File: src/reset_seq_pkg.sv
// Shared constants for the reset sequencer and prescaler.
package reset_seq_pkg;
	// ----------------------------------------
	// Timing counts in reference clock cycles
	// ----------------------------------------
	localparam int PIN_DRIVE_CYCLES = 32;
	localparam int INTERNAL_RESET_TAIL_CYCLES = 32;
	localparam int OSC_STABLE_CYCLES = 4096;
	localparam int POR_RELEASE_CYCLES = 64;
	localparam int PIN_FILTER_CYCLES = 67;
	localparam int SHORT_RECOVERY_CYCLES = 32;
	localparam int LONG_RECOVERY_CYCLES = 4096;
	// Period of the reference clock in ns.
	localparam int CLOCK_PERIOD_NS = 10;
	// ----------------------------------------
	// Prescaler layout
	// ----------------------------------------
	localparam int PRESCALER_WIDTH = 13;
	localparam int SERVICE_CLEAR_LOW = 4;
	localparam int SERVICE_CLEAR_HIGH = 12;
	localparam int WATCHDOG_WIDTH = 8;
	// ----------------------------------------
	// Cause register field positions
	// ----------------------------------------
	localparam int CAUSE_POWER_ON = 7;
	localparam int CAUSE_PIN = 6;
	localparam int CAUSE_WATCHDOG = 5;
	localparam int CAUSE_ILLEGAL_OPCODE = 4;
	localparam int CAUSE_ILLEGAL_ADDRESS = 3;
	localparam int CAUSE_LOW_VOLTAGE = 1;
	localparam logic [7:0] CAUSE_RESET_VALUE = 8'h80;
	// Interrupt source count.
	localparam int IRQ_SOURCES = 8;
	// Sequencer states.
	typedef enum logic [2:0] {
		SEQ_RUN,
		SEQ_STABILISE,
		SEQ_PIN_DRIVE,
		SEQ_TAIL,
		SEQ_STOPPED,
		SEQ_RECOVER
	} seq_state_t;
endpackage

File: src/level_sync.sv
// Two-flip-flop level synchroniser.
`timescale 1ns/1ns
module level_sync #(
	parameter logic RESET_VALUE = 1'b0
) (
	input wire logic clock,
	input wire logic rst_b,
	input wire logic clockEnable,
	input wire logic asyncIn,
	output logic syncOut
);
	// State of the synchroniser.
	typedef struct packed {
		logic first;
		logic second;
	} sync_t;
	sync_t state;
	sync_t next_state;

	// Shift the input through two stages; only the second stage is read.
	always_comb begin
		next_state = state;
		if (clockEnable) begin
			next_state.first = asyncIn;
			next_state.second = state.first;
		end
	end

	// Register the stages.
	always_ff @(posedge clock or negedge rst_b) begin
		if (!rst_b) begin
			state <= '{first: RESET_VALUE, second: RESET_VALUE};
		end else begin
			state <= next_state;
		end
	end

	assign syncOut = state.second;
endmodule

File: src/irq_latch.sv
// Latches pending interrupts and arbitrates them at processing start.
`timescale 1ns/1ns
module irq_latch #(
	parameter int SOURCES = reset_seq_pkg::IRQ_SOURCES
) (
	input wire logic clock,
	input wire logic rst_b,
	input wire logic clockEnable,
	input wire logic [SOURCES-1:0] irqRequest,
	input wire logic irqStart,
	input wire logic irqDone,
	output logic irqActive,
	output logic [$clog2(SOURCES)-1:0] vectorSelect
);
	// State of the latch.
	typedef struct packed {
		logic active;
		logic [$clog2(SOURCES)-1:0] vector;
	} latch_t;
	latch_t state;
	latch_t next_state;
	logic [$clog2(SOURCES)-1:0] winner;
	logic anyRequest;

	// Lowest index wins arbitration.
	always_comb begin
		winner = '0;
		anyRequest = 1'b0;
		for (int i = SOURCES - 1; i >= 0; i--) begin
			if (irqRequest[i]) begin
				winner = i[$clog2(SOURCES)-1:0];
				anyRequest = 1'b1;
			end
		end
	end

	// Hold the latched choice until it is serviced.
	always_comb begin
		next_state = state;
		if (clockEnable) begin
			if (state.active && irqDone) begin
				next_state.active = 1'b0;
			end else if (!state.active && irqStart && anyRequest) begin
				next_state.active = 1'b1;
				next_state.vector = winner;
			end
		end
	end

	// Register the latch.
	always_ff @(posedge clock or negedge rst_b) begin
		if (!rst_b) begin
			state <= '0;
		end else begin
			state <= next_state;
		end
	end

	assign irqActive = state.active;
	assign vectorSelect = state.vector;
endmodule

File: src/reset_sequencer_and_prescaler.sv
// Reset sequencer, cause flags, prescaler, watchdog and interrupt latch.
`timescale 1ns/1ns
// How it works
// - Internal resets drive pin low 32 cycles.
// - Internal reset holds 32 more cycles.
// - Power-on and low-voltage count 4096 first.
// - Power-up: 4096 pin low, release 64 later.
// - Power-on sets its flag, clears others.
// - Main clock on, bus clocks off 4096.
// - Watchdog overflow resets, sets its flag.
// - Service write clears watchdog, prescaler 12:4.
// - Thirteen-bit prescaler overflow clocks the watchdog.
// - Watchdog reset synchronised before use.
// - Watchdog disabled only by high-voltage qualifier.
// - Illegal instruction sets flag and resets.
// - Stop disabled makes stop illegal opcode.
// - Unmapped opcode fetch resets; data does not.
// - Low voltage: flag, 4096 pin low, 64.
// - Stop clears prescaler; recovery 32 or 4096.
// - External pin reset leaves prescaler alone.
// - Prescaler free-runs after reset states.
// - After power-on, enable bus clock machine.
// - Interrupt entry stacks, return restores.
// - Latch interrupts, no pre-emption after latch.
// - Pin flag needs 67 low cycles.
// - Every source but the pin resets and sets own flag; the pin only sets its flag.
module reset_sequencer_and_prescaler #(
	parameter int STABILISE_CYCLES = reset_seq_pkg::OSC_STABLE_CYCLES,
	parameter int LONG_RECOVERY = reset_seq_pkg::LONG_RECOVERY_CYCLES,
	parameter int WATCHDOG_BITS = reset_seq_pkg::WATCHDOG_WIDTH
) (
	// Prescaler and sequencer run on this edge, standing for the
	// falling edge of the crystal reference clock.
	input wire logic clock,
	input wire logic rst_b,
	input wire logic clockEnable,
	// One-cycle pulse from the power-on detector.
	input wire logic power_on_pulse,
	// Low-voltage detector output, asynchronous level.
	input wire logic lowVoltage,
	// Reset pin: sensed level, drive low data and enable.
	input wire logic resetPinIn,
	output logic resetPinOut,
	output logic resetPinOe,
	// Processor events, same clock domain.
	input wire logic illegalDecode,
	input wire logic stopInstruction,
	input wire logic opcodeFetch,
	input wire logic unmappedAddress,
	input wire logic serviceWrite,
	input wire logic wakeEvent,
	// Option bits.
	input wire logic stopEnable,
	input wire logic short_stop_recovery,
	// High-voltage qualifiers for watchdog disable.
	input wire logic monitorMode,
	input wire logic breakState,
	input wire logic highVoltageResetPin,
	input wire logic highVoltageIrqPin,
	// Interrupt side.
	input wire logic [reset_seq_pkg::IRQ_SOURCES-1:0] irqRequest,
	input wire logic irqStart,
	input wire logic return_from_interrupt,
	output logic irqActive,
	output logic [$clog2(reset_seq_pkg::IRQ_SOURCES)-1:0] vectorSelect,
	output logic stackPush,
	output logic stackRestore,
	// Reset and clock outputs.
	output logic internal_reset,
	output logic gen_main_clock_out,
	output logic internal_bus_clocks,
	output logic busClockEnable,
	output logic [7:0] reset_cause_register,
	output logic [reset_seq_pkg::PRESCALER_WIDTH-1:0] prescaler
);
	// ----------------------------------------
	// Types and state
	// ----------------------------------------
	localparam int PW = reset_seq_pkg::PRESCALER_WIDTH;
	localparam int CW = 13;
	// Cycle counts as counter-width constants.
	localparam logic [CW-1:0] PIN_LAST = CW'(reset_seq_pkg::PIN_DRIVE_CYCLES - 1);
	localparam logic [CW-1:0] TAIL_LAST = CW'(reset_seq_pkg::INTERNAL_RESET_TAIL_CYCLES - 1);
	localparam logic [CW-1:0] STAB_LAST = CW'(STABILISE_CYCLES - 1);
	localparam logic [CW-1:0] SHORT_LAST = CW'(reset_seq_pkg::SHORT_RECOVERY_CYCLES - 1);
	localparam logic [CW-1:0] LONG_LAST = CW'(LONG_RECOVERY - 1);
	localparam logic [6:0] FILTER_LAST = 7'(reset_seq_pkg::PIN_FILTER_CYCLES - 1);

	// Whole state of the sequencer.
	typedef struct packed {
		reset_seq_pkg::seq_state_t seq;
		logic [CW-1:0] count;
		logic [PW-1:0] prescale;
		logic [WATCHDOG_BITS-1:0] watchdog;
		logic [7:0] cause;
		logic [6:0] pinLowCount;
		logic pinFlagDone;
		logic longSeq;
		logic recoverShort;
		logic busEnable;
		logic irqWasActive;
	} seq_t;
	seq_t state;
	seq_t next_state;

	// Synchronised inputs.
	logic pinLowSync;
	logic lowVoltageSync;
	logic watchdogResetSync;
	// Raw watchdog overflow level before synchronising.
	logic watchdogOverflowRaw;
	logic watchdogDisable;
	logic illegalOpcode;
	logic illegalAddress;
	logic prescaleOverflow;
	logic lowVoltagePrev;

	// ----------------------------------------
	// Input synchronisers
	// ----------------------------------------
	// pin sync
	level_sync #(.RESET_VALUE(1'b0)) pinSync (
		.clock(clock),
		.rst_b(rst_b),
		.clockEnable(clockEnable),
		.asyncIn(~resetPinIn),
		.syncOut(pinLowSync)
	);

	// Low-voltage level is asynchronous.
	level_sync #(.RESET_VALUE(1'b0)) lvSync (
		.clock(clock),
		.rst_b(rst_b),
		.clockEnable(clockEnable),
		.asyncIn(lowVoltage),
		.syncOut(lowVoltageSync)
	);

	level_sync #(.RESET_VALUE(1'b0)) wdSync (
		.clock(clock),
		.rst_b(rst_b),
		.clockEnable(clockEnable),
		.asyncIn(watchdogOverflowRaw),
		.syncOut(watchdogResetSync)
	);

	// Interrupt latch and arbiter.
	irq_latch #(.SOURCES(reset_seq_pkg::IRQ_SOURCES)) irqUnit (
		.clock(clock),
		.rst_b(rst_b),
		.clockEnable(clockEnable),
		.irqRequest(irqRequest),
		.irqStart(irqStart & ~internal_reset),
		.irqDone(return_from_interrupt),
		.irqActive(irqActive),
		.vectorSelect(vectorSelect)
	);

	// ----------------------------------------
	// Event decode
	// ----------------------------------------
	// Decode illegal events and the watchdog qualifier.
	always_comb begin
		watchdogDisable = (monitorMode & (highVoltageResetPin | highVoltageIrqPin))
			| (breakState & highVoltageResetPin);
		illegalOpcode = illegalDecode | (stopInstruction & ~stopEnable);
		illegalAddress = opcodeFetch & unmappedAddress;
		prescaleOverflow = &state.prescale;
		watchdogOverflowRaw = (&state.watchdog) & prescaleOverflow & ~watchdogDisable;
	end

	// Edge memory for the low-voltage level.
	always_ff @(posedge clock or negedge rst_b) begin
		if (!rst_b) begin
			lowVoltagePrev <= 1'b0;
		end else if (clockEnable) begin
			lowVoltagePrev <= lowVoltageSync;
		end
	end

	// ----------------------------------------
	// Sequencer next state
	// ----------------------------------------
	// Computes counters, flags and the reset sequence.
	always_comb begin
		next_state = state;
		if (clockEnable) begin
			next_state.prescale = state.prescale + PW'(1);
			if (prescaleOverflow) begin
				next_state.watchdog = state.watchdog + WATCHDOG_BITS'(1);
			end
			if (serviceWrite) begin
				next_state.watchdog = '0;
				next_state.prescale[reset_seq_pkg::SERVICE_CLEAR_HIGH:
					reset_seq_pkg::SERVICE_CLEAR_LOW] = '0;
			end
			// Interrupt entry stacking follows a fresh latch.
			next_state.irqWasActive = irqActive;
			// pin reset does not touch prescaler
			if (pinLowSync && state.seq == reset_seq_pkg::SEQ_RUN) begin
				if (state.pinLowCount != FILTER_LAST) begin
					next_state.pinLowCount = state.pinLowCount + 7'(1);
				end else if (!state.pinFlagDone) begin
					next_state.pinFlagDone = 1'b1;
					next_state.cause = 8'h00;
					next_state.cause[reset_seq_pkg::CAUSE_PIN] = 1'b1;
				end
			end else if (!pinLowSync) begin
				next_state.pinLowCount = '0;
				next_state.pinFlagDone = 1'b0;
			end

			case (state.seq)
				reset_seq_pkg::SEQ_RUN: begin
					next_state.count = '0;
					if (lowVoltageSync && !lowVoltagePrev) begin
						next_state.cause = 8'h00;
						next_state.cause[reset_seq_pkg::CAUSE_LOW_VOLTAGE] = 1'b1;
						next_state.seq = reset_seq_pkg::SEQ_STABILISE;
						next_state.prescale = '0;
						// Like every internal reset, this one restarts the watchdog.
						next_state.watchdog = '0;
						next_state.busEnable = 1'b0;
					end else if (watchdogResetSync || illegalOpcode || illegalAddress) begin
						next_state.cause = 8'h00;
						next_state.cause[reset_seq_pkg::CAUSE_WATCHDOG] = watchdogResetSync;
						next_state.cause[reset_seq_pkg::CAUSE_ILLEGAL_OPCODE] = illegalOpcode;
						next_state.cause[reset_seq_pkg::CAUSE_ILLEGAL_ADDRESS] = illegalAddress;
						next_state.seq = reset_seq_pkg::SEQ_PIN_DRIVE;
						next_state.prescale = '0;
						next_state.watchdog = '0;
					end else if (stopInstruction && stopEnable) begin
						next_state.seq = reset_seq_pkg::SEQ_STOPPED;
						next_state.prescale = '0;
					end
				end
				reset_seq_pkg::SEQ_STABILISE: begin
					next_state.count = state.count + CW'(1);
					if (state.count == STAB_LAST) begin
						next_state.count = '0;
						next_state.seq = reset_seq_pkg::SEQ_PIN_DRIVE;
					end
				end
				reset_seq_pkg::SEQ_PIN_DRIVE: begin
					next_state.count = state.count + CW'(1);
					if (state.count == PIN_LAST) begin
						next_state.count = '0;
						next_state.seq = reset_seq_pkg::SEQ_TAIL;
					end
				end
				reset_seq_pkg::SEQ_TAIL: begin
					// 64 total after the long count
					next_state.count = state.count + CW'(1);
					if (state.count == TAIL_LAST) begin
						next_state.count = '0;
						next_state.seq = reset_seq_pkg::SEQ_RUN;
						next_state.busEnable = 1'b1;
					end
				end
				reset_seq_pkg::SEQ_STOPPED: begin
					// Prescaler held in reset until recovery begins.
					next_state.prescale = '0;
					if (wakeEvent) begin
						next_state.recoverShort = short_stop_recovery;
						next_state.seq = reset_seq_pkg::SEQ_RECOVER;
					end
				end
				reset_seq_pkg::SEQ_RECOVER: begin
					next_state.count = state.count + CW'(1);
					if (state.count == (state.recoverShort ? SHORT_LAST : LONG_LAST)) begin
						next_state.count = '0;
						next_state.seq = reset_seq_pkg::SEQ_RUN;
					end
				end
				default: begin
					next_state.seq = reset_seq_pkg::SEQ_RUN;
				end
			endcase
			next_state.longSeq = (next_state.seq == reset_seq_pkg::SEQ_STABILISE);
		end
	end

	// ----------------------------------------
	// State register
	// ----------------------------------------
	// Reset or a power-on pulse starts the power-on sequence.
	always_ff @(posedge clock or negedge rst_b) begin
		if (!rst_b) begin
			state <= '{seq: reset_seq_pkg::SEQ_STABILISE, count: '0, prescale: '0,
				watchdog: '0, cause: reset_seq_pkg::CAUSE_RESET_VALUE, pinLowCount: '0,
				pinFlagDone: 1'b0, longSeq: 1'b1, recoverShort: 1'b0, busEnable: 1'b0,
				irqWasActive: 1'b0};
		end else if (clockEnable && power_on_pulse) begin
			state <= '{seq: reset_seq_pkg::SEQ_STABILISE, count: '0, prescale: '0,
				watchdog: '0, cause: reset_seq_pkg::CAUSE_RESET_VALUE, pinLowCount: '0,
				pinFlagDone: 1'b0, longSeq: 1'b1, recoverShort: 1'b0, busEnable: 1'b0,
				irqWasActive: 1'b0};
		end else begin
			state <= next_state;
		end
	end

	// ----------------------------------------
	// Outputs
	// ----------------------------------------
	// Drive pin and clock controls from the sequencer state.
	always_comb begin
		resetPinOe = (state.seq == reset_seq_pkg::SEQ_STABILISE)
			|| (state.seq == reset_seq_pkg::SEQ_PIN_DRIVE);
		resetPinOut = 1'b0;
		internal_reset = resetPinOe || (state.seq == reset_seq_pkg::SEQ_TAIL);
		// main clock runs except when stopped or recovering
		gen_main_clock_out = (state.seq != reset_seq_pkg::SEQ_STOPPED)
			&& (state.seq != reset_seq_pkg::SEQ_RECOVER);
		internal_bus_clocks = (state.seq == reset_seq_pkg::SEQ_RUN);
		busClockEnable = state.busEnable;
		reset_cause_register = state.cause;
		prescaler = state.prescale;
		// stack on entry, restore on return
		stackPush = irqActive && !state.irqWasActive;
		stackRestore = return_from_interrupt && irqActive;
	end
endmodule

File: config.mk
export PLATFORM = sky130hd
export DESIGN_NAME = reset_sequencer_and_prescaler
export DESIGN_NICKNAME = d
export VERILOG_FILES = /design/src/reset_seq_pkg.sv /design/src/level_sync.sv /design/src/irq_latch.sv /design/src/reset_sequencer_and_prescaler.sv
export SDC_FILE = /design/constraint.sdc
export NUM_CORES = 1
export LEC_CHECK = 0
export ABC_AREA = 1
export BUFFER_PORTS_ARGS = -buffer_cell sky130_fd_sc_hd__buf_2
export CORE_ASPECT_RATIO = 1.5
export CORE_MARGIN = 8
export CORE_UTILIZATION = 25
export CTS_BUF_LIST = sky130_fd_sc_hd__clkbuf_8
export CTS_CLUSTER_DIAMETER = 50
export DETAILED_ROUTE_END_ITERATION = 7
export GPL_ROUTABILITY_DRIVEN = 1
export PLACE_DENSITY_LB_ADDON = 0.15
export SYNTH_ARGS = -nofsm -noshare
export SYNTH_HDL_FRONTEND = slang
export SYNTH_SLANG_ARGS = --single-unit
File: constraint.sdc
create_clock -name clock -period 1.95 [get_ports clock]
set_input_delay 0.195 -clock clock [delete_from_list [all_inputs] [get_ports clock]]
set_output_delay 0.195 -clock clock [all_outputs]
set_load 0.02 [all_outputs]
# Word-level counts from Yosys, hierarchy flattened
# Index checks and enable logic that the tools add are counted.
# Widths: inputs -> output; s select.
[classes]
add_sub_neg = 4
n_eq_ne = 17
n_mux = 53
n_bitwise = 15
n_reduce_logical = 32
[op_table]
columns = ["operator", "count"]
rows = [
  ["$mux 57", 2],
  ["$mux 16", 6],
  ["$pmux 13 s5", 1],
  ["$mux 8", 7],
  ["$mux 3", 13],
  ["$mux 29", 1],
  ["$add 13x1->13 const B", 2],
  ["$mux 13", 2],
  ["$pmux 13 s2", 1],
  ["$pmux 3 s6", 1],
  ["$mux 1", 14],
  ["$eq 13x12->1", 1],
  ["$eq 13x12->1 const B", 1],
  ["$eq 13x5->1 const B", 1],
  ["$reduce_and 13->1", 1],
  ["$mux 12", 1],
  ["$ne 3x3->1 const B", 4],
  ["$reduce_and 3->1", 4],
  ["$logic_and 1x1->1", 9],
  ["$mux 9", 1],
  ["$add 8x1->8 const B", 1],
  ["$reduce_and 8->1", 1],
  ["$reduce_bool 2->1", 4],
  ["$add 7x1->7 const B", 1],
  ["19 further kinds", 41],
]
[totals]
register_bits = 67
inputBits = 28
output_inout_bits = 33
wordCells = 140

# Longest topological paths before layout
# Gate-level depths: netlist of run 1.
[logic_depth]
depth_word = 12
mapped_depth = 11
depth_no_buf = 11

# Hierarchy
# Synthesis of run 1 repeated with hierarchy kept, for this count alone.
[unflattened]
cells_unflattened = 562
hier_area_um2 = 4155.2
[modules_own_cells]
columns = ["mod", "n_inst", "cells_per_inst", "area_each_um2", "seq_area_each_um2"]
rows = [
  ["reset_sequencer_and_prescaler", 1, 492, 3662.3, 1428.9],
  ["irq_latch", 1, 43, 264.0, 100.1],
  ["level_sync", 3, 9, 76.3, 50.0],
]

# Worst setup path before layout of run 1
# Ideal clock, no wire load.
[synth_timing]
path_type = "flip-flop to flip-flop"
from = "register state (netlist bit prescaler[0])"
to = "register state[26] (netlist bit)"
setup_time_ps = 113
arrival_ps = 1471
required_time_ps = 1837
path_slack_ps = 367
path_stages_with_launch = 11
n_path_buf = 0
synth_period_minus_slack_ps = 1583
path_cell_list = "dfrtp_1 > ha_1 > nand2_2 > nor2_4 > nand2_4 > nor3_4 > nand4_1 > nand2_1 > nand2_1 > nand2_1 > inv_1"
[synth_via]
elab_chain_cells = 8
[synth_rtl]
columns = ["item", "line", "text"]
rows = [
  ["start, declared", "reset_sequencer_and_prescaler.sv:103", "seq_t state;"],
  ["start signal, assigned", "reset_sequencer_and_prescaler.sv:289", "state <= '{seq: reset_seq_pkg::SEQ_STABILISE, count: '0, prescale: '0,"],
  ["start signal, assigned", "reset_sequencer_and_prescaler.sv:294", "state <= '{seq: reset_seq_pkg::SEQ_STABILISE, count: '0, prescale: '0,"],
  ["start signal, assigned", "reset_sequencer_and_prescaler.sv:299", "state <= next_state;"],
  ["$reduce_and 13->1 *", "reset_sequencer_and_prescaler.sv:168", "prescaleOverflow = &state.prescale;"],
  ["$mux 8 *", "reset_sequencer_and_prescaler.sv:189", "if (prescaleOverflow) begin"],
  ["$mux 8 *", "reset_sequencer_and_prescaler.sv:192", "if (serviceWrite) begin"],
  ["$mux 16", "reset_sequencer_and_prescaler.sv:224", "end else if (watchdogResetSync || illegalOpcode || illegalAddress) begin"],
  ["$mux 29", "reset_sequencer_and_prescaler.sv:216", "if (lowVoltageSync && !lowVoltagePrev) begin"],
  ["$mux 16 *", "reset_sequencer_and_prescaler.sv:213", "case (state.seq)"],
  ["$mux 57 *", "reset_sequencer_and_prescaler.sv:187", "if (clockEnable) begin"],
  ["$mux 57 *", "reset_sequencer_and_prescaler.sv:293", "end else if (clockEnable && power_on_pulse) begin"],
]
# Mark *: on every way between the ends. The rest lies on a longest branch, timed or not. The select of a mux whose other input is x is not followed.
# A chain may end at the register's enable or synchronous reset.

# Worst setup path after layout of run 1
[layout_timing]
from = "register state[54] (netlist bit)"
to = "output resetPinOe"
[layout_via]
elab_chain_cells = 2
elab_cells_between_ends = 3
cone_classes = "eq/ne: 2; reduce/logical: 1"
[layout_rtl]
columns = ["item", "line", "text"]
rows = [
  ["$eq 3x1->1 or $eq 3x2->1 (tied branches)", "reset_sequencer_and_prescaler.sv:308, reset_sequencer_and_prescaler.sv:309", ""],
  ["$logic_or 1x1->1 *", "reset_sequencer_and_prescaler.sv:309", "|| (state.seq == reset_seq_pkg::SEQ_PIN_DRIVE);"],
  ["end, declared", "reset_sequencer_and_prescaler.sv:44", "output logic resetPinOe,"],
]
# Mark *: on every way between the ends. The rest lies on a longest branch, timed or not.

==> summary.txt, run 1 <==
Relative slew slack -> 66.2%
Element type at the critical path start -> flop
Top delay family on crit path -> flip-flops
Post-route antenna net violation count -> 0
Routed vias/inst -> 4.42
Worst vdd ir -> 0.376 mV
Ratio of cells with drive above 1 in the final layout -> 21.8%
R2R depth -> 11
CP Launch Point -> state[54]
Seq/Total Area, Yosys -> 40.2%
Root buf cell -> clkbuf_8
Clk_lat worst skew -> 0.36 ns
Hold Vio Cnt, Final -> 0
1st-pass router iterations -> 4
Clock Tree Buf Depth -> 2
Critical Path Sink -> resetPinOe
First-pass GRT wire length -> 19.2 mm
CTS tree -> done
CP bufs+invs -> 2
# diodes -> 0
DR WL/cell -> 13.8 µm
Final setup violation count -> 0
Initial drt markers -> 174
Worst hold start -> irqRequest[0]
Area after DPL -> 4660 µm²
Num CTS Buffers -> 9
Hold Crit Class -> input pin to flop
Synth Warn # -> 0
Max-Cap Viols -> 0
CTS sink count -> 67
Post-Syn Instances -> 560
Critical Path Fanout Max -> 6
RR Startpoint -> prescaler[0]
Net count after synthesis -> 593
RR Endpoint -> state[26]
Crit path depth -> 5
Post-Syn Area -> 4180 µm²
Dominant cells by area after synthesis -> dfrtp_1, nand2_1, inv_1, nand3_1, nor2_1
Leak -> 0.00240 µW
Initial antenna violation count -> 0
Final HPWL DP -> 9.14 mm
Total gr overflow -> 0
Commonest non-fill, non-tap cell in the layout -> nand2_1
Skew final -> 0.0128 ns
Vias in the first global route -> 3789
Die Width -> 122 µm
Largest area contributor in the netlist -> dfrtp_1
Std-Cell Rows -> 58
Final period util -> 93.3%
Critical Path RT -> 1.75 ns
Setup_tns -> 0 ns
Final instance area -> 4970 µm²
Critical path class -> flop to output port
GRT Util Overall -> 11.5%
Pin count of the biggest net entering global routing -> 32
Synth Area per Inst -> 7.46 µm²
Die span in y -> 174 µm
H-tree Lvls -> 3
Die area -> 21200 µm²
Nets -> 653
Residual DRC -> 0
Gp weighted congestion -> 0.837
Area grow syn2layout -> 19.0%
Port Buf Inserts -> 59
Top-level I/O count -> 61
Post-Route WL -> 11.6 mm
Tmin final -> 1.82 ns
Power Dens Cells -> 855 nW/µm²
CP cell instances -> nand2_2 -> nor2_4 -> inv_1 -> o21ai_0 -> buf_2
Synth top area share -> 38.9%
Setup slack, reg-to-reg -> 0.20 ns
CORE AREA -> 16500 µm²
Crit path DAT -> 1.62 ns
#FFs+latches synth -> 67
Slowest-stage cell, CP -> dfstp_2
CTS clk-pin slew, worst paths -> 0.07 ns
Outcome -> finished clean
RSZ-0062 raised after global routing -> no
Worst slew pin tran -> 0.508 ns
Fmax -> 0.550 GHz
Initial Utilization -> 25.2%
Final slew viol count -> 0
Commonest non-fill, non-tap cells in the layout -> nand2_1, inv_1, dfrtp_1, buf_2, nor2_1
Largest stage delay on the critical path -> 0.60 ns
Setup crit end kind -> output port
Via count -> 3694
Netlist cell types -> 36
Final core occ -> 30.0%
[cells by family (layout without fill, tap and decap cells)]
| logic type | Yosys count | count (layout) | share of synthesized area (%) |
|---|---|---|---|
| DFF | 67 | 67 | 40.2 |
| adders and majority gates | 5 | 5 | 1.50 |
| buffers and inverters | 106 | 171 | 11.6 |
| other | 1 | 1 | 0.0898 |
| and+or+nand+nor | 276 | 276 | 30.3 |
| AOI/OAI and AO/OA | 90 | 90 | 13.1 |
| xor gates and xnor gates | 15 | 15 | 3.15 |
[stage by stage]
step | cells | total power, µW | hold WS [ns] | setup WS (ns)
floorplan | 560 | 2370 | -0.101 | 0.367
global placement | 813 | 2750 | 0.203 | 0.201
detailed placement | 813 | 2760 | 0.197 | 0.175
CTS | 830 | 4330 | 0.00260 | 0.0539
global route | 835 | 4500 | 0.0280 | 0.0315
finish | 835 | 4250 | 0.0368 | 0.131
[metal layers]
layer	vias up	wire [µm]	GRT usage [%]	share of wire [%]
li1	1902	-	-	-
met1	1737	4700	12.2	41
met2	47	6350	21.1	55
met3	8	324	2.50	2.8
met4	0	178	4.75	1.5
met5	-	0	0	0
[flip-flops by register name, indices dropped and copies added, names as in the netlist]
| name | flops |
|---|---|
| irqUnit.irqActive | 1 |
| state | 34 |
| pinSync.state | 1 |
| pinSync.syncOut | 1 |
| lvSync.syncOut | 1 |
| lvSync.state | 1 |
| reset_cause_register | 8 |
| busClockEnable | 1 |
| wdSync.state | 1 |
| prescaler | 13 |
| wdSync.syncOut | 1 |
| irqUnit.vectorSelect | 3 |
| lowVoltagePrev | 1 |
[cells in the mapped netlist (all sizes together)]
| cell | n |
|---|---|
| a21oi | 19 |
| a31oi | 1 |
| a32o | 1 |
| buf | 23 |
| clkbuf | 5 |
| conb | 1 |
| dfrtp | 65 |
| dfstp | 2 |
| ha | 5 |
| inv | 78 |
| nand2 | 152 |
| nand3 | 45 |
| nand3b | 1 |
| nand4 | 13 |
| nor2 | 58 |
| nor3 | 7 |
| o211ai | 2 |
| o21a | 3 |
| o21ai | 50 |
| o21bai | 1 |
| o22ai | 10 |
| o311ai | 1 |
| o31ai | 2 |
| xnor2 | 5 |
| xor2 | 10 |
[final cells by class]
type                            instances  area [µm²]
Inverter                               78         293
Sequential cell                        67        1680
Clock inverter                          4        95.1
Multi-Input combinational cell        387        2020
Timing Repair Buffer                   77         455
Tap cell                              210         263
Clock buffer                           12         165
Fill cell                            1827       11600
[worst min path at each step]
stage / cells past startpoint / slack [ns] / to
CTS: 2 / 0.003 / irqUnit.vectorSelect[2]
detailed placement: 1 / 0.20 / state[7]
floorplan: 0 / -0.10 / busClockEnable
finish: 2 / 0.04 / irqUnit.vectorSelect[2]
global route: 2 / 0.03 / irqUnit.vectorSelect[2]
global placement: 1 / 0.20 / state[7]
[power breakdown]
group	leakage, µW	switching (µW)	internal, µW
Combinational	0.00136	747	365
Clock	0.000133	561	953
Sequential	0.000912	109	1510
[what timing repair did]
item | CTS | global route
buffers inserted | 0 | 5
hold buffers | 1 | 0
setup endpoints to repair | 1 | 3
hold endpoints to repair | 14 | 0
pin swaps | 0 | 1
gates resized for setup | 2 | 0
cloned | 0 | 0
No activity file was read; power rests on OpenSTA's default activity.
==> inputs of run 2 (changes only) <==
==> constraint.sdc (replaced) <==
create_clock -name clock -period 2.2 [get_ports clock]
set_input_delay 0.22 -clock clock [delete_from_list [all_inputs] [get_ports clock]]
set_output_delay 0.22 -clock clock [all_outputs]
set_load 0.02 [all_outputs]
==> summary.txt, run 2 (synthesized netlist as in run 1, its figures left out) <==
CORE AREA -> 16500 µm² (unchanged)
Outcome -> finished clean
Num CTS Buffers -> 9 (unchanged)
Max-Cap Viols -> 0 (unchanged)
Combinational Power Share -> 25.3% (-0.9 points)
Final setup violation count -> 0 (unchanged)
Skew final -> 0.0137 ns (+0.000864 ns)
RR Endpoint -> state[46]
CTS tree -> done
Std-Cell Rows -> 58 (unchanged)
Die span in y -> 174 µm (unchanged)
Die area -> 21200 µm² (unchanged)
Initial antenna violation count -> 1 (+1)
Final slew viol count -> 0 (unchanged)
Largest reg by FF count -> state
Vias in the first global route -> 3847 (+1.5%)
DR WL/cell -> 14.3 µm (+3.1%)
Total gr overflow -> 0 (unchanged)
Commonest non-fill, non-tap cell in the layout -> nand2_1
Element type at the critical path start -> flop
Hold Crit Depth -> 2 (unchanged)
Final HPWL DP -> 9.02 mm (-1.3%)
Commonest non-fill, non-tap cells in the layout -> nand2_1, inv_1, dfrtp_1, buf_2, nor2_1
Ratio of cells with drive above 1 in the final layout -> 19.6% (-2.2 points)
Clock share of power -> 34.6% (-1.0 points)
Critical path class -> flop to output port
Fill count -> 1867 (+2.2%)
Met1 Use GR -> 12.3% (+0.13 points)
Worst slew pin tran -> 0.534 ns (+0.0264 ns)
CTS clk-pin slew, worst paths -> 0.08 ns (about the same)
Switch share -> 34.9% (+1.5 points)
Fmax -> 0.480 GHz
Critical Path RT -> 1.98 ns (+0.23 ns)
Routed vias/inst -> 4.51 (+1.9%)
CTS Hold Bufs -> 1 (unchanged)
Via count -> 3710 (+0.43%)
Leak -> 0.00232 µW (-3.4%)
Initial drt markers -> 156 (-10%)
Hold Vio Cnt, Final -> 0 (unchanged)
Setup crit end kind -> output port
Met2 Resource Use GR -> 21.2% (+0.14 points)
Power Dens Cells -> 751 nW/µm² (-12%)
Crit path DAT -> 1.86 ns (+0.24 ns)
Area grow syn2layout -> 15.7%
Global Route met3 Usage -> 2.73% (+0.23 points)
Setup slack, reg-to-reg -> 0.38 ns (+0.18 ns)
Clock Tree Buf Depth -> 2 (unchanged)
Gp weighted congestion -> 0.805 (-3.9%)
Die Width -> 122 µm (unchanged)
Nets -> 640 (-2.0%)
Post-CTS sizing -> 0 (-2)
Hold Crit Endpoint -> pinSync.state[1]
Post-Route WL -> 11.7 mm (+1.6%)
P_sw -> 1270 µW (-11%)
Residual DRC -> 0 (unchanged)
Post-CTS setup buffer count -> 0 (unchanged)
1st-pass router iterations -> 4 (unchanged)
Root buf cell -> clkbuf_8
Critical Path Fanout Max -> 7 (+1)
Relative slew slack -> 64.3% (-1.9 points)
First-pass GRT wire length -> 19.5 mm (+1.7%)
Max reg flops -> 34 (unchanged)
Pin count of the biggest net entering global routing -> 68 (+110%)
Reg area -> 1680 µm² (unchanged)
Hold Crit Class -> input pin to flop
Tmin final -> 2.08 ns
Proportion of power drawn by flip-flops and latches -> 40.1% (+1.9 points)
Final period util -> 94.7%
Worst hold start -> resetPinIn
Setup_tns -> 0 ns (unchanged)
Port Buf Inserts -> 59 (unchanged)
P_int -> 2360 µW (-17%)
Busiest grt layer -> met2
Worst vdd ir -> 0.331 mV (-12%)
Top-level I/O count -> 61 (unchanged)
GRT Util Overall -> 11.9% (+0.39 points)
RR Startpoint -> state[41]
Final core occ -> 29.2% (-0.84 points)
Clk_lat worst skew -> 0.37 ns (about the same)
Multi-input gate area -> 2010 µm² (-0.37%)
CTS sink count -> 67 (unchanged)
H-tree Lvls -> 3 (unchanged)
RSZ-0062 raised after global routing -> no
Initial Utilization -> 25.2% (unchanged)
Post-route antenna net violation count -> 0 (unchanged)
R2R depth -> 8 (-3)
[run 2: worst max path at each step]
stage / startpoint / to / slack, ns
3_3_place_gp: prescaler[0] / state[26] / 0.42
3_5_place_dp: state[41] / state[46] / 0.40
6_report: state[54] / resetPinOe / 0.12
5_1_grt: state[54] / resetPinOe / 0.05
4_1_cts: state[54] / resetPinOe / 0.12
2_1_floorplan: prescaler[0] / state[26] / 0.62
[run 2: per-stage QoR]
stage	hold slack (ns)	worst slack (ns)	power [µW]	cell area [µm²]	instances
2_1_floorplan	-0.0756	0.617	2100	4180	560
3_3_place_gp	0.288	0.425	2410	4590	805
3_5_place_dp	0.290	0.398	2420	4590	805
4_1_cts	0.0262	0.115	3700	4830	822
5_1_grt	0.0415	0.0521	3860	4830	823
6_report	0.0483	0.116	3630	4830	823
[run 2: metal layers]
metal  vias to the layer above  wire (µm)
met3                        17        415
met5                         -          0
met1                      1747       4690
li1                       1880          -
met4                         0        299
met2                        66       6330
[run 2: final cells by class]
| cell class | instances | area share [%] |
|---|---|---|
| inverters | 78 | 6.06 |
| clock buffers | 9 | 2.56 |
| multi-input cells | 387 | 41.7 |
| diodes | 1 | 0.0518 |
| well taps | 210 | 5.44 |
| clock inverters | 7 | 2.28 |
| flip-flops and latches | 67 | 34.7 |
| repair buffers | 64 | 7.20 |
[run 2: power by group through the flow]
stage	clock network, µW	logic [µW]	registers (µW)
floorplan	0	602	1500
global placement	0	929	1480
global route	1370	1020	1470
detailed placement	0	937	1480
CTS	1310	938	1460
finish	1260	918	1460
[run 2: worst max-delay path, cell delays in order (launching register included)]
cell	delay, ns
dfstp_2	0.64
nand2_2	0.13
nor2_1	0.30
inv_1	0.10
o21ai_0	0.11
buf_2	0.21
==> inputs of run 3 (changes only) <==
==> constraint.sdc (replaced) <==
create_clock -name clock -period 1.65 [get_ports clock]
set_input_delay 0.165 -clock clock [delete_from_list [all_inputs] [get_ports clock]]
set_output_delay 0.165 -clock clock [all_outputs]
set_load 0.02 [all_outputs]
==> summary.txt, run 3 (synthesized netlist as in run 1, its figures left out) <==
Die area -> 21200 µm² (unchanged)
CTS clk-pin slew, worst paths -> 0.08 ns (about the same)
First-pass GRT wire length -> 19.8 mm (+1.7%)
Fill count -> 1776 (-4.9%)
Final slew viol count -> 0 (unchanged)
Num CTS Buffers -> 9 (unchanged)
Die span in y -> 174 µm (unchanged)
Hold Crit Class -> input pin to flop
Final HPWL DP -> 9.34 mm (+3.5%)
Post-Route WL -> 12.1 mm (+3.4%)
Clock Tree Buf Depth -> 2 (unchanged)
H-tree Lvls -> 3 (unchanged)
GRT Util Overall -> 11.8% (-0.041 points)
Crit path DAT -> 1.46 ns (-0.40 ns)
1st-pass router iterations -> 4 (unchanged)
Pin count of the biggest net entering global routing -> 68 (unchanged)
Top-level I/O count -> 61 (unchanged)
Vias in the first global route -> 3935 (+2.3%)
RSZ-0062 raised after global routing -> yes
Hold Vio Cnt, Final -> 0 (unchanged)
Nets -> 680 (+6.3%)
Tmin final -> 1.63 ns
CTS tree -> done
Via count -> 3885 (+4.7%)
Worst vdd ir -> 0.449 mV (+36%)
Leak -> 0.00256 µW (+10%)
Setup crit end kind -> output port
Largest reg by FF count -> state
Std-Cell Rows -> 58 (unchanged)
Max reg flops -> 34 (unchanged)
# diodes -> 0 (-1)
Gp weighted congestion -> 0.818 (+1.6%)
Ratio of cells with drive above 1 in the final layout -> 30.2% (+11 points)
Setup_tns -> 0 ns (unchanged)
Residual DRC -> 0 (unchanged)
Commonest non-fill, non-tap cell in the layout -> nand2_1
Skew final -> 0.0103 ns (-0.00341 ns)
Total gr overflow -> 0 (unchanged)
Outcome -> finished clean
Hold WS -> 0.0407 ns (-0.00753 ns)
Initial Utilization -> 25.2% (unchanged)
Critical path class -> flop to output port
Root buf cell -> clkbuf_8
CORE AREA -> 16500 µm² (unchanged)
Element type at the critical path start -> flop
Die Width -> 122 µm (unchanged)
Area grow syn2layout -> 28.7%
Routed vias/inst -> 4.51 (about the same)
Clk_lat worst skew -> 0.35 ns (-0.02 ns)
Final core occ -> 32.5% (+3.3 points)
Critical Path RT -> 1.48 ns (-0.50 ns)
CTS sink count -> 67 (unchanged)
Initial drt markers -> 138 (-12%)
Critical Path Fanout Max -> 8 (+1)
Fmax -> 0.614 GHz
Power Dens Cells -> 996 nW/µm² (+33%)
Commonest non-fill, non-tap cells in the layout -> nand2_1, dfrtp_1, inv_1, buf_2, nor2_1
Final setup violation count -> 0 (unchanged)
Final period util -> 98.7%
Post-route antenna net violation count -> 0 (unchanged)
Max-Cap Viols -> 0 (unchanged)
Initial antenna violation count -> 0 (-1)
DR WL/cell -> 14.1 µm (-1.3%)
Port Buf Inserts -> 59 (unchanged)
-- run 3: cell count changes in the layout (fill, tap and decap cells not counted), moves of 4 or more --
cell and change:
buf_4 +35, nand2_1 -8, nor2_2 +6, inv_4 +4, nand2_2 +5, buf_6 +5, nand3_1 -5, inv_1 -8
nor2_1 -9, o21ai_0 -5
-- run 3: area by class of cell --
class	instances	area [µm²]	area share, %
Sequential cell	67	1680	31.3
Tap cell	210	263	4.89
Multi-Input combinational cell	387	2190	40.7
Clock buffer	10	138	2.56
Timing Repair Buffer	104	692	12.9
Inverter	78	303	5.63
Clock inverter	6	111	2.07
-- run 3: worst max-delay path: stages (launching register included) --
cell and delay (ns):
dfstp_2 0.59, buf_12 0.12, nor2_4 0.05, nand2_4 0.14
inv_4 0.06, buf_2 0.17
-- run 3: per-stage QoR --
step | cells | setup slack [ns] | instance area, µm² | total power [µW]
4_1_cts | 854 | 0.00527 | 5130 | 5240
5_1_grt | 862 | -0.0769 | 5370 | 5660
6_report | 862 | 0.0212 | 5370 | 5350
3_3_place_gp | 832 | 0.0141 | 4790 | 3330
3_5_place_dp | 832 | -0.00670 | 4790 | 3330
2_1_floorplan | 560 | 0.0665 | 4180 | 2800
-- run 3: final timing paths --
path	start	endpoint	slack (ns)	cells after the start
min in group asynchronous	rst_b	irqUnit.vectorSelect[2]	0.37	3
setup / recovery	state[54]	internal_bus_clocks	0.02	5
setup reg to reg	state[54]	state[21]	0.05	9
hold / removal	lowVoltage	lvSync.state[1]	0.04	3
max in group asynchronous	rst_b	reset_cause_register[7]	0.91	3
hold reg to reg	irqUnit.vectorSelect[2]	irqUnit.vectorSelect[2]	0.49	2
-- run 3: routing by layer --
layer  vias to the layer above  share of wire, %  track usage (%)
li1                       1955                 -                -
met1                      1868                39             12.4
met2                        51                56             22.4
met3                        11               3.1             2.27
met4                         0               1.6             3.98
met5                         -                 0                0
-- run 3: report_power, final --
part | internal, µW | leakage (µW) | switching, µW
Combinational | 648 | 0.00153 | 1040
Clock | 1050 | 0.000123 | 703
Sequential | 1790 | 0.000911 | 127
Total | 3490 | 0.00256 | 1870
-- run 3: repair_timing --
action                     CTS  global route
pin swaps                    2            19
buffers inserted             3             8
gates resized for setup     11            56
hold endpoints to repair    67             0
setup endpoints to repair    6            34
hold buffers                 3             0
cloned                       0             1
